File: config.mk
export PLATFORM = sky130hd
export DESIGN_NAME = frs_regs_top
export DESIGN_NICKNAME = d
export VERILOG_FILES = /design/src/common/frs_pkg.sv /design/src/frs_regs_top.sv /design/src/frs_sync.sv
export SDC_FILE = /design/constraint.sdc
export NUM_CORES = 1
export LEC_CHECK = 0
export BUFFER_PORTS_ARGS = -buffer_cell sky130_fd_sc_hd__clkbuf_2
export CAP_MARGIN = 10
export CORE_UTILIZATION = 29
export DETAILED_ROUTE_END_ITERATION = 6
export GPL_TIMING_DRIVEN = 0
export PLACE_DENSITY = 0.54
export SLEW_MARGIN = 20
export SYNTH_ARGS = -nofsm -noshare
export SYNTH_HDL_FRONTEND = slang
export SYNTH_SLANG_ARGS = --single-unit
File: constraint.sdc
create_clock -name clk -period 7.5 [get_ports clk]
set_input_delay 1.5 -clock clk [delete_from_list [all_inputs] [get_ports clk]]
set_output_delay 1.5 -clock clk [all_outputs]
set_load 0.01 [all_outputs]
File: src/common/frs_pkg.sv
// Constants, register map and types of the fast-role-swap / sink-transmit register bank
package frs_pkg;
    // Register offsets on the host register port
    localparam logic [7:0] FRS_ADDR_GPIO2_CONFIG = 8'hA5;
    localparam logic [7:0] FRS_ADDR_GPIO_STAT = 8'hA6;
    localparam logic [7:0] FRS_ADDR_DRP_TOGGLE = 8'hA7;
    localparam logic [7:0] FRS_ADDR_SNK_TX = 8'hB0;
    localparam logic [7:0] FRS_ADDR_SRC_FRS = 8'hB1;
    localparam logic [7:0] FRS_ADDR_EVENTS = 8'hB3;

    // Reset values
    localparam logic [7:0] FRS_RST_GPIO2_CONFIG = 8'h00;
    localparam logic [7:0] FRS_RST_DRP_TOGGLE = 8'h00;
    localparam logic [7:0] FRS_RST_SNK_TX = 8'h40;
    localparam logic [7:0] FRS_RST_SRC_FRS = 8'h00;
    localparam logic [7:0] FRS_RST_EVENTS = 8'h00;

    // Writable bits of each register, readable bits of the status register; all others read as zero
    localparam logic [7:0] FRS_MASK_GPIO2_CONFIG = 8'h0F;
    localparam logic [7:0] FRS_MASK_GPIO_STAT = 8'h03;
    localparam logic [7:0] FRS_MASK_DRP_TOGGLE = 8'h03;
    localparam logic [7:0] FRS_MASK_SNK_TX = 8'h77;
    localparam logic [7:0] FRS_MASK_SRC_FRS = 8'h0E;
    localparam logic [7:0] FRS_MASK_EVENTS = 8'h03;

    // Field positions
    localparam int FRS_G2_OE_BIT = 0;
    localparam int FRS_G2_IE_BIT = 1;
    localparam int FRS_G2_VAL_BIT = 2;
    localparam int FRS_G2_FN_BIT = 3;
    localparam int FRS_STAT_G1_BIT = 0;
    localparam int FRS_STAT_G2_BIT = 1;
    localparam int FRS_SNK_DIS_BIT = 6;
    localparam int FRS_RETRY_LSB = 4;
    localparam int FRS_TYPE_LSB = 0;
    localparam int FRS_SRC_INIT_BIT = 0;
    localparam int FRS_SRC_MAN_BIT = 1;
    localparam int FRS_SRC_DLY_LSB = 2;
    localparam int FRS_EVT_RX_BIT = 0;
    localparam int FRS_EVT_TX_BIT = 1;

    // Timing: clock rate and sink gate delays
    localparam int FRS_CLK_MHZ = 200;
    localparam int FRS_GATE_DLY1_US = 150;
    localparam int FRS_GATE_DLY2_US = 300;
    localparam int FRS_GATE_DLY3_US = 600;
    localparam int FRS_GATE_DLY1_CYC = FRS_GATE_DLY1_US * FRS_CLK_MHZ;
    localparam int FRS_GATE_DLY2_CYC = FRS_GATE_DLY2_US * FRS_CLK_MHZ;
    localparam int FRS_GATE_DLY3_CYC = FRS_GATE_DLY3_US * FRS_CLK_MHZ;
    // Carrier duration in cycles; plain default, set to the system's figure
    localparam int FRS_BIST_CYC = 4096;

    // Toggle window lower bounds in ms per select code; upper bound is twice this
    localparam logic [6:0] FRS_DRP_SRC_MIN_MS [4] = '{7'h0F, 7'h14, 7'h19, 7'h1E};
    localparam logic [6:0] FRS_DRP_SNK_MIN_MS [4] = '{7'h23, 7'h1E, 7'h19, 7'h14};

    // Transmit packet types
    typedef enum logic [2:0] {
        FRS_PKT_SOP = 3'h0,
        FRS_PKT_SOP1 = 3'h1,
        FRS_PKT_SOP2 = 3'h2,
        FRS_PKT_DBG1 = 3'h3,
        FRS_PKT_DBG2 = 3'h4,
        FRS_PKT_HARD_RST = 3'h5,
        FRS_PKT_CABLE_RST = 3'h6,
        FRS_PKT_BIST_CM2 = 3'h7
    } frs_pkt_t;

    // Sink transmit sequencer states
    typedef enum logic [2:0] {
        FRS_TX_IDLE = 3'b000,
        FRS_TX_WAIT_RP = 3'b001,
        FRS_TX_SEND = 3'b010,
        FRS_TX_WAIT_DONE = 3'b011,
        FRS_TX_BIST = 3'b100
    } frs_tx_state_t;
endpackage : frs_pkg

File: src/frs_regs_top.sv
// GPIO2 fast-role-swap, sink transmit and source swap register bank
`timescale 1ns/10ps
// How it works
// Output enabled, swap function off: GPIO2 drives the stored output value.
// Sink swap mode: pin driven high, forced low once VBUS disconnect seen.
// Swap function off: input enable gates the GPIO2 input into status.
// Source swap mode: GPIO2 falling edge starts swap signaling promptly.
// Output enable low leaves GPIO2 undriven; high drives it.
// Status bit 1 shows GPIO2 level, bit 0 GPIO1, each when enabled.
// Toggle select code picks source and sink toggle windows.
// Sink write arms transmit, sent when advertisement moves 1.5 A to 3.0 A.
// Hard reset, cable reset and carrier mode are sent once, never retried.
// Software must not write sink transmit while acting as source.
// After first message, software watches CC status for advertisement changes.
// Bit 6 disables sink transmit; reset value 0x40 leaves it disabled.
// Retry count sets automatic resends of a failed message, zero to three.
// Packet type picks SOP kinds, hard reset, cable reset or carrier mode.
// Automatic sink gate turns on after 0, 150, 300 or 600 us.
// Zero delay gates with initiate; nonzero delay counts from signaling done.
// Manual sink gate mode never turns the gate on by itself.
// Writing 1 to initiate starts the swap; the bit clears by itself.
// Sticky write-one-to-clear flags for swap sent by GPIO and swap received.
// Reserved bits read zero and ignore writes.
module frs_regs_top
    import frs_pkg::*;
#(
    parameter int GATE_DLY1_CYC = FRS_GATE_DLY1_CYC,
    parameter int GATE_DLY2_CYC = FRS_GATE_DLY2_CYC,
    parameter int GATE_DLY3_CYC = FRS_GATE_DLY3_CYC,
    parameter int BIST_CYC = FRS_BIST_CYC
) (
    input wire logic clk,
    input wire logic rst,
    input wire logic [7:0] reg_addr,
    input wire logic reg_wr,
    input wire logic [7:0] reg_wdata,
    input wire logic reg_rd,
    output logic [7:0] reg_rdata,
    input wire logic gpio1_input_enable,
    input wire logic gpio1_pin_in,
    input wire logic gpio2_pin_in,
    output logic gpio2_pin_out,
    output logic gpio2_pin_oe,
    input wire logic vbus_disconnect,
    input wire logic role_is_sink,
    input wire logic rp_adv_1p5a,
    input wire logic rp_adv_3p0a,
    output logic tx_start,
    output logic [2:0] tx_packet_type,
    input wire logic tx_done,
    input wire logic tx_failed,
    output logic bist_active,
    output logic frs_signal_start,
    input wire logic frs_signal_done,
    input wire logic frs_request_rx,
    output logic sink_gate_en,
    output logic [6:0] drp_src_min_ms,
    output logic [6:0] drp_snk_min_ms
);
    localparam int CW = 18;

    logic [1:0] pins_sync;
    logic [7:0] gpio2_config_q, gpio2_config_d, drp_q, drp_d, snk_tx_q, snk_tx_d;
    logic [7:0] src_q, src_d, evt_q, evt_d, stat_q, stat_d, rdata_d;
    logic force_low_q, force_low_d, g2_prev_q, pin_out_d, init_q, init_d;
    logic wr_g2, wr_drp, wr_snk, wr_src, wr_evt;
    logic g2_oe, g2_ie, g2_val, g2_fn, gpio_edge, frs_go;
    logic rp_1p5_q, rp_step;
    logic [1:0] gate_dly;
    logic gate_manual;

    // Pins come from outside the clock domain
    frs_sync #(.W(2)) u_pin_sync (
        .clk(clk),
        .rst(rst),
        .din({gpio2_pin_in, gpio1_pin_in}),
        .dout(pins_sync)
    );

    // Register write decode
    always_comb begin
        wr_g2 = 1'b0;
        wr_drp = 1'b0;
        wr_snk = 1'b0;
        wr_src = 1'b0;
        wr_evt = 1'b0;
        if (reg_wr && reg_addr == FRS_ADDR_GPIO2_CONFIG) begin
            wr_g2 = 1'b1;
        end else if (reg_wr && reg_addr == FRS_ADDR_DRP_TOGGLE) begin
            wr_drp = 1'b1;
        end else if (reg_wr && reg_addr == FRS_ADDR_SNK_TX) begin
            wr_snk = 1'b1;
        end else if (reg_wr && reg_addr == FRS_ADDR_SRC_FRS) begin
            wr_src = 1'b1;
        end else if (reg_wr && reg_addr == FRS_ADDR_EVENTS) begin
            wr_evt = 1'b1;
        end
    end

    assign g2_oe = gpio2_config_q[FRS_G2_OE_BIT];
    assign g2_ie = gpio2_config_q[FRS_G2_IE_BIT];
    assign g2_val = gpio2_config_q[FRS_G2_VAL_BIT];
    assign g2_fn = gpio2_config_q[FRS_G2_FN_BIT];
    // Gate mode follows the value being written, so a write that sets initiate obeys its own delay and mode
    assign gate_manual = src_d[FRS_SRC_MAN_BIT];
    assign gate_dly = src_d[FRS_SRC_DLY_LSB +: 2];
    // Falling edge seen only in source swap mode
    assign gpio_edge = g2_fn && !g2_oe && g2_ie && g2_prev_q && !pins_sync[1];
    assign frs_go = (wr_src && reg_wdata[FRS_SRC_INIT_BIT]) || gpio_edge;
    assign rp_step = rp_1p5_q && rp_adv_3p0a;

    // Register next values, pin drive, status and read data
    always_comb begin
        gpio2_config_d = wr_g2 ? (reg_wdata & FRS_MASK_GPIO2_CONFIG) : gpio2_config_q;
        drp_d = wr_drp ? (reg_wdata & FRS_MASK_DRP_TOGGLE) : drp_q;
        snk_tx_d = wr_snk ? (reg_wdata & FRS_MASK_SNK_TX) : snk_tx_q;
        src_d = wr_src ? (reg_wdata & FRS_MASK_SRC_FRS) : src_q;
        init_d = wr_src && reg_wdata[FRS_SRC_INIT_BIT];
        // Set wins over a same-cycle write-one clear
        evt_d = evt_q;
        if (wr_evt) begin
            evt_d = evt_q & ~(reg_wdata & FRS_MASK_EVENTS);
        end
        if (gpio_edge) begin
            evt_d[FRS_EVT_TX_BIT] = 1'b1;
        end
        if (frs_request_rx) begin
            evt_d[FRS_EVT_RX_BIT] = 1'b1;
        end
        // Forced-low latch holds until software rewrites the pin config
        force_low_d = force_low_q && !wr_g2;
        if (g2_fn && g2_oe && g2_val && vbus_disconnect) begin
            force_low_d = 1'b1;
        end
        pin_out_d = g2_fn ? (g2_val && !force_low_q) : g2_val;
        stat_d = 8'h00;
        stat_d[FRS_STAT_G2_BIT] = pins_sync[1] && g2_ie;
        stat_d[FRS_STAT_G1_BIT] = pins_sync[0] && gpio1_input_enable;
        rdata_d = reg_rdata;
        if (reg_rd) begin
            if (reg_addr == FRS_ADDR_GPIO2_CONFIG) begin
                rdata_d = gpio2_config_q;
            end else if (reg_addr == FRS_ADDR_GPIO_STAT) begin
                rdata_d = stat_q & FRS_MASK_GPIO_STAT;
            end else if (reg_addr == FRS_ADDR_DRP_TOGGLE) begin
                rdata_d = drp_q;
            end else if (reg_addr == FRS_ADDR_SNK_TX) begin
                rdata_d = snk_tx_q;
            end else if (reg_addr == FRS_ADDR_SRC_FRS) begin
                rdata_d = src_q | {7'h00, init_q};
            end else if (reg_addr == FRS_ADDR_EVENTS) begin
                rdata_d = evt_q;
            end else begin
                rdata_d = 8'h00;
            end
        end
    end

    // Register bank, pin and status flops
    always_ff @(posedge clk or posedge rst) begin
        if (rst) begin
            gpio2_config_q <= FRS_RST_GPIO2_CONFIG;
            drp_q <= FRS_RST_DRP_TOGGLE;
            snk_tx_q <= FRS_RST_SNK_TX;
            src_q <= FRS_RST_SRC_FRS;
            evt_q <= FRS_RST_EVENTS;
            init_q <= 1'b0;
            force_low_q <= 1'b0;
            g2_prev_q <= 1'b0;
            rp_1p5_q <= 1'b0;
            stat_q <= 8'h00;
            reg_rdata <= 8'h00;
            gpio2_pin_out <= 1'b0;
            gpio2_pin_oe <= 1'b0;
            frs_signal_start <= 1'b0;
            drp_src_min_ms <= FRS_DRP_SRC_MIN_MS[0];
            drp_snk_min_ms <= FRS_DRP_SNK_MIN_MS[0];
        end else begin
            gpio2_config_q <= gpio2_config_d;
            drp_q <= drp_d;
            snk_tx_q <= snk_tx_d;
            src_q <= src_d;
            evt_q <= evt_d;
            init_q <= init_d;
            force_low_q <= force_low_d;
            g2_prev_q <= pins_sync[1];
            rp_1p5_q <= rp_adv_1p5a;
            stat_q <= stat_d;
            reg_rdata <= rdata_d;
            gpio2_pin_out <= pin_out_d;
            gpio2_pin_oe <= g2_oe;
            frs_signal_start <= frs_go;
            drp_src_min_ms <= FRS_DRP_SRC_MIN_MS[drp_q[1:0]];
            drp_snk_min_ms <= FRS_DRP_SNK_MIN_MS[drp_q[1:0]];
        end
    end

    // Sink gate: immediate, delayed after signaling done, or left to software
    logic gate_q, gate_d, gate_wait_q, gate_wait_d;
    logic [CW-1:0] gate_cnt_q, gate_cnt_d, gate_load;

    always_comb begin
        case (gate_dly)
            2'h1: gate_load = CW'(GATE_DLY1_CYC - 1);
            2'h2: gate_load = CW'(GATE_DLY2_CYC - 1);
            default: gate_load = CW'(GATE_DLY3_CYC - 1);
        endcase
        gate_d = gate_q;
        gate_wait_d = gate_wait_q;
        gate_cnt_d = gate_cnt_q;
        // A plain write to the swap register withdraws the gate
        if (wr_src && !reg_wdata[FRS_SRC_INIT_BIT]) begin
            gate_d = 1'b0;
            gate_wait_d = 1'b0;
        end
        if (gate_manual) begin
            gate_wait_d = 1'b0;
        end else if (frs_go && gate_dly == 2'h0) begin
            gate_d = 1'b1;
        end else if (frs_signal_done && gate_dly != 2'h0) begin
            gate_wait_d = 1'b1;
            gate_cnt_d = gate_load;
        end else if (gate_wait_q) begin
            if (gate_cnt_q == '0) begin
                gate_d = 1'b1;
                gate_wait_d = 1'b0;
            end else begin
                gate_cnt_d = gate_cnt_q - 1'b1;
            end
        end
    end

    always_ff @(posedge clk or posedge rst) begin
        if (rst) begin
            gate_q <= 1'b0;
            gate_wait_q <= 1'b0;
            gate_cnt_q <= '0;
        end else begin
            gate_q <= gate_d;
            gate_wait_q <= gate_wait_d;
            gate_cnt_q <= gate_cnt_d;
        end
    end
    assign sink_gate_en = gate_q;

    // Sink transmit sequencer
    frs_tx_state_t tx_st_q, tx_st_d;
    logic [1:0] tries_q, tries_d;
    logic [CW-1:0] bist_cnt_q, bist_cnt_d;
    logic tx_start_d, once_only;
    logic [2:0] pkt;

    assign pkt = snk_tx_q[FRS_TYPE_LSB +: 3];
    // Reset and carrier signaling cannot be retried
    assign once_only = pkt == FRS_PKT_HARD_RST || pkt == FRS_PKT_CABLE_RST || pkt == FRS_PKT_BIST_CM2;

    always_comb begin
        tx_st_d = tx_st_q;
        tries_d = tries_q;
        bist_cnt_d = bist_cnt_q;
        tx_start_d = 1'b0;
        case (tx_st_q)
            FRS_TX_IDLE: begin
                // Writes while source are not honoured
                if (wr_snk && role_is_sink && !reg_wdata[FRS_SNK_DIS_BIT]) begin
                    tx_st_d = FRS_TX_WAIT_RP;
                    tries_d = 2'h0;
                end
            end
            FRS_TX_WAIT_RP: begin
                if (snk_tx_q[FRS_SNK_DIS_BIT] || !role_is_sink) begin
                    tx_st_d = FRS_TX_IDLE;
                end else if (rp_step) begin
                    tx_st_d = FRS_TX_SEND;
                end
            end
            FRS_TX_SEND: begin
                tx_start_d = 1'b1;
                if (pkt == FRS_PKT_BIST_CM2) begin
                    tx_st_d = FRS_TX_BIST;
                    bist_cnt_d = CW'(BIST_CYC - 1);
                end else begin
                    tx_st_d = FRS_TX_WAIT_DONE;
                end
            end
            FRS_TX_WAIT_DONE: begin
                if (tx_done) begin
                    if (tx_failed && !once_only && tries_q < snk_tx_q[FRS_RETRY_LSB +: 2]) begin
                        tries_d = tries_q + 2'h1;
                        tx_st_d = FRS_TX_SEND;
                    end else begin
                        tx_st_d = FRS_TX_IDLE;
                    end
                end
            end
            FRS_TX_BIST: begin
                if (bist_cnt_q == '0) begin
                    tx_st_d = FRS_TX_IDLE;
                end else begin
                    bist_cnt_d = bist_cnt_q - 1'b1;
                end
            end
            default: tx_st_d = FRS_TX_IDLE;
        endcase
    end

    always_ff @(posedge clk or posedge rst) begin
        if (rst) begin
            tx_st_q <= FRS_TX_IDLE;
            tries_q <= 2'h0;
            bist_cnt_q <= '0;
            tx_start <= 1'b0;
            tx_packet_type <= 3'h0;
            bist_active <= 1'b0;
        end else begin
            tx_st_q <= tx_st_d;
            tries_q <= tries_d;
            bist_cnt_q <= bist_cnt_d;
            tx_start <= tx_start_d;
            tx_packet_type <= pkt;
            bist_active <= tx_st_d == FRS_TX_BIST;
        end
    end
endmodule : frs_regs_top

File: src/frs_sync.sv
// Two-stage synchroniser for asynchronous pin inputs
`timescale 1ns/10ps
module frs_sync #(
    parameter int W = 2
) (
    input wire logic clk,
    input wire logic rst,
    input wire logic [W-1:0] din,
    output logic [W-1:0] dout
);
    logic [W-1:0] meta_q;

    // First stage feeds only the second stage
    always_ff @(posedge clk or posedge rst) begin
        if (rst) begin
            meta_q <= '0;
            dout <= '0;
        end else begin
            meta_q <= din;
            dout <= meta_q;
        end
    end
endmodule : frs_sync

Word level (Yosys, flattened, before mapping)
Index checks and enable logic that the tools add are counted.
{ "word_totals": {"wordCells": 177, "ff_bits": 106, "output_inout_bits": 31} }
{ "op_classes": {"eq_ne": 22, "reduce_logical": 50, "muxes": 65, "order_cmp": 2, "add_sub_neg": 3, "bitwise_logic": 6} }
{ "op_table": {"columns": ["cell", "n"], "rows": [
  ["two-way mux 18 bit", 5],
  ["equality test 8 bit, second input constant", 6],
  ["two-way mux 8 bit", 6],
  ["zero test 18 bit", 2],
  ["one-hot mux 18 bit (2 select lines)", 1],
  ["subtractor 18 x 1 -> 18 bit, second input constant", 2],
  ["one-hot mux 17 bit (2 select lines)", 1],
  ["two-way mux 1 bit", 32],
  ["binary-select mux 7 bit (select 2 bit)", 2],
  ["two-way mux 7 bit", 4],
  ["logical AND 1 bit", 25],
  ["two-way mux 3 bit", 6],
  ["equality test 3 bit, second input constant", 5],
  ["one-hot mux 3 bit (5 select lines)", 1],
  ["!= test 2 bit, second input constant", 6],
  ["nonzero test 2 bit", 6],
  ["two-way mux 2 bit", 5],
  ["AND 8 bit", 1],
  ["zero test 1 bit", 8],
  ["NOT 2 -> 8 bit", 1],
  ["AND reduction 4 bit", 2],
  ["equality test 3 x 2 -> 1 bit, second input constant", 2],
  ["logical OR 1 bit", 4],
  ["two-way mux 4 bit", 1],
  ["13 further kinds", 14]
]} }

Depth between registers and ports, before layout
{ "depth": {"word_depth": 13, "depth_mapped": 12} }

Cells and area by module
Synthesis repeated with hierarchy kept, for this count alone.
{ "hier_totals": {"cells_unflattened": 462, "area_unflattened_um2": 4635.7} }
{ "by_module_without_submodules": {"columns": ["module", "area_per_inst_um2", "instances", "seq_area_each_um2", "cells_each"], "rows": [
  ["frs_regs_top", 4531.8, 1, 2260.9, 457],
  ["frs_sync", 103.8, 1, 100.1, 5]
]} }

Worst setup path before layout
Ideal clock, no wire load.
{ "synth_path": {"kind": "input to register", "startpoint": "input reg_addr[6]", "endpoint": "register gate_cnt_q[12]", "stages": 12, "t_arrival_ns": 3.633, "n_path_buf": 3, "path_slack_ns": 3.740, "cell_sequence": "and4bb_1 buf_2 nand3_1 mux2_2 inv_1 ha_1 nor2b_1 clkbuf_1 clkbuf_1 nand2_1 o31ai_1 a21oi_2"} }
{ "synth_via": {"elab_chain_cells": 11, "elab_cells_between_ends": 28, "classes_between": "eq/ne (7); mux (7); bitwise (2); reduce/logical (12)"} }
{ "synth_lines": {"columns": ["item", "line", "source"], "rows": [
  ["from (decl)", "frs_regs_top.sv:34", "input wire logic [7:0] reg_addr,"],
  ["equality test 8 bit", "frs_regs_top.sv:93", "end else if (reg_wr && reg_addr == FRS_ADDR_SRC_FRS) begin"],
  ["logical AND 1 bit", "frs_regs_top.sv:93", null],
  ["two-way mux 1 bit", "frs_regs_top.sv:93", null],
  ["two-way mux 1 bit", "frs_regs_top.sv:91", "end else if (reg_wr && reg_addr == FRS_ADDR_SNK_TX) begin"],
  ["two-way mux 1 bit", "frs_regs_top.sv:89", "end else if (reg_wr && reg_addr == FRS_ADDR_DRP_TOGGLE) begin"],
  ["two-way mux 1 bit *", "frs_regs_top.sv:87", "if (reg_wr && reg_addr == FRS_ADDR_GPIO2_CONFIG) begin"],
  ["two-way mux 4 bit *", "frs_regs_top.sv:117", "src_d = wr_src ? (reg_wdata & FRS_MASK_SRC_FRS) : src_q;"],
  ["named net src_d[3]", "frs_regs_top.sv:64", "logic [7:0] src_q, src_d, evt_q, evt_d, stat_q, stat_d, rdata_d;"],
  ["nonzero test 2 bit or zero test 2 bit (tied branches)", "frs_regs_top.sv:220, frs_regs_top.sv:218", null],
  ["logical AND 1 bit (on tied branches)", "frs_regs_top.sv:220, frs_regs_top.sv:218", null],
  ["!= test 2 bit (no line) (tied with other cells)", null, null],
  ["AND reduction 4 bit (no line)", null, null],
  ["to (signal assigned)", "frs_regs_top.sv:241", "gate_cnt_q <= gate_cnt_d;"],
  ["to (decl)", "frs_regs_top.sv:200", "logic [CW-1:0] gate_cnt_q, gate_cnt_d, gate_load;"]
]} }
The timed path passes the listed nets; every way through them passes the cells marked *.
A chain may end at the register's enable or synchronous reset.

Worst setup path in the final report
Same ends and word-level chain as after synthesis.

==> impl_metrics.ini <==
[status]
status = completed

[logic_synthesis]
postSynthCellCount = 502
async_flop_share_pct = 100
synth_ff_type = dfrtp_1
synth-edff-count = 0
ys_seq_elements = 94
ys_types = 74
ys_seq_area_share_pct = 47.2
synth_warnings = 0
synth.avg_cell_area_um2 = 9.96
syn-cell-area_um2 = 5000

[layout]
final_area_um2 = 5900
final_common_cell = dfrtp_1
final_nets = 618
diodes = 0
fillers = 1722
area_delta_synth_final_pct = 18.0
final_cell_mix = dfrtp_1, clkbuf_2, nand2_1
drive_gt1_share_pct = 23.0

[routing]
wirelength_um = 12400
antenna_left = 0
drc = 0
dr_total_vias = 4060
wl_met2_um = 5850
wirelength_met1_um = 5880
maxUsedRoutingLayer = met4
drt-pass1-iter-count = 5
wl_per_cell_um = 15.5
viasPerCell = 5.09
drt_iter0_drc = 284
wl_met3_um = 496

[cts]
cts_buffers = 9
cts_resized = 0
cts_tree = done
cts_setup_buffers = 0
cts_hold_buf = 0
cts_max_level = 3
cts_root_buf = clkbuf_16
insertion_delay_ns = 0.34
path_clk_slew_ns = 0.06
cts_buffer_depth = 2
clock_sinks = 94

[critical_path]
crit_slowest_cell = clkbuf_1
critPathKind = in2reg
reg2reg_depth = 9
crit_required_ns = 7.72
path_cells = clkbuf_2 -> and4bb_1 -> buf_2 -> nand3_1 -> mux2_2 -> inv_1 -> ha_1 -> nor2b_1 -> clkbuf_1 -> clkbuf_1 -> nand2_1 -> o31ai_1 -> a21oi_2
crit_family = buffers and inverters
arrival_ns = 4.49
critical_path.endpoint_type = register
crit_fanout = 10
cp-start-kind = primary input
reg2reg_slack_ns = 4.95
r2r_end = gate_cnt_q[12]
rr_startpoint = src_q[3]
crit_top_cell = clkbuf_1
crit_buf_inv = 5
cp_slowest_stage_delay_ns = 0.48

[timing]
layout_min_cycle_time_ns = 4.27
setup_violations = 0
fin_tns_setup_ns = 0
timing.final.crit_share_pct = 57.0
rsz0062_at_grt = no
slew_headroom_pct = 56.2
maxClockFrequency_ghz = 0.234
worst_slack_ns = 3.23
fin_skew_ns = 0.00578
hold_viol_final = 0
drv_slew = 0
max_slew.worst_pin.slew_ns = 0.654

[pwr]
ir_drop_v = 0.000132
totalPowerFinal_mw = 1.14
leakagePower_nw = 2.75
power_density_nw_per_um2 = 192

[die]
die_y_um = 133
coreArea_um2 = 16700
rows = 47
design.portCount = 62
die_w_um = 133
start_util_pct = 29.9
die_area_um2 = 17800

[placement]
routabilityCongestion = 0.857
hpwl_um = 9010
io_buffers = 56
pre_cts_ws_ns = 2.91
place_area_um2 = 5600

[global_routing]
grt_pass1_wl_um = 20800
track_usage_pct = 14.7
antenna_found_initial = 0
overflow = 0
grt_max_degree = 82
grt_pass1_vias = 4066

[hold_path]
min_path_cells = 0
min_from = u_pin_sync.meta_q[1]
min_to = u_pin_sync.dout[1]
hold_path_class = reg2reg

[run]
drv_cap = 0
sequential cells by signal (all words and copies together), names as in the netlist, 2 cells and up:
signal / cells
evt_q: 2
drp_snk_min_ms: 6
tx_st_q: 3
gpio2_config_q: 4
u_pin_sync.meta_q: 2
drp_q: 2
tx_packet_type: 3
tries_q: 2
reg_rdata: 7
bist_cnt_q: 18
gate_cnt_q: 18
stat_q: 2
snk_tx_q: 6
drp_src_min_ms: 3
src_q: 3
u_pin_sync.dout: 2
Yosys cell counts, drive strengths merged (8+ instances only):
| master | number | area share [%] |
|---|---|---|
| nand2b | 10 | 1.3 |
| inv | 31 | 2.3 |
| mux2i | 9 | 1.8 |
| a21oi | 17 | 2.2 |
| ha | 14 | 3.5 |
| buf | 19 | 2.4 |
| nand4 | 8 | 1.0 |
| clkbuf | 13 | 0.98 |
| mux2 | 13 | 2.9 |
| and3 | 9 | 1.2 |
| dfrtp | 87 | 44 |
| nor3 | 27 | 3.2 |
| a31oi | 18 | 2.5 |
| nor2 | 35 | 2.9 |
| o21ai | 21 | 2.1 |
| nand3 | 17 | 1.7 |
| nand2 | 41 | 3.1 |
area by class of cell:
cell class | instances | area [um2] | area share [%]
Multi-Input combinational cell | 348 | 2360 | 40.1
Sequential cell | 94 | 2360 | 40.0
Timing Repair Buffer | 57 | 308 | 5.21
Tap cell | 220 | 275 | 4.66
Clock buffer | 13 | 260 | 4.41
Buffer | 32 | 170 | 2.88
Inverter | 31 | 121 | 2.06
Clock inverter | 3 | 42.5 | 0.721
metal layers:
layer | GRT usage (%) | vias to the layer above
met4 | 4.67 | 0
met3 | 2.59 | 14
met1 | 20.0 | 1981
met2 | 23.6 | 103
li1 | - | 1962
met5 | 0 | -
worst max path at each step:
stage	startpoint	endpoint	depth (start not counted)
after detailed placement	reg_addr[6]	gate_cnt_q[12]	13
final	reg_addr[6]	gate_cnt_q[12]	13
after global routing	reg_addr[4]	gate_cnt_q[12]	13
after floorplan	rst	bist_active	1
after CTS	reg_addr[6]	gate_cnt_q[12]	13
after global placement	rst	snk_tx_q[5]	2
logic make-up after synthesis:
logic type / share of synthesized area (%)
flops: 47.2
mux: 4.73
compound gates: 16.1
xor+xnor: 0.350
fa+ha+maj: 3.50
simple gates: 22.3
other cells: 0.0750
buf+inv: 5.73
through the flow:
stage | hold slack, ns | util, % | instances
finish | 0.350 | 35.3 | 798
global placement | 0.334 | 33.3 | 781
floorplan | 0.331 | - | 505
detailed placement | 0.339 | 33.5 | 782
CTS | 0.355 | 35.3 | 798
global route | 0.370 | 35.3 | 798
power breakdown:
| group | total [mW] | internal [mW] | switching, mW | leakage (nW) |
|---|---|---|---|---|
| combinational | 0.126 | 0.0472 | 0.0791 | 1.40 |
| clock | 0.466 | 0.277 | 0.189 | 0.146 |
| sequential | 0.544 | 0.529 | 0.0146 | 1.21 |
(Power assumes the default switching activity.)
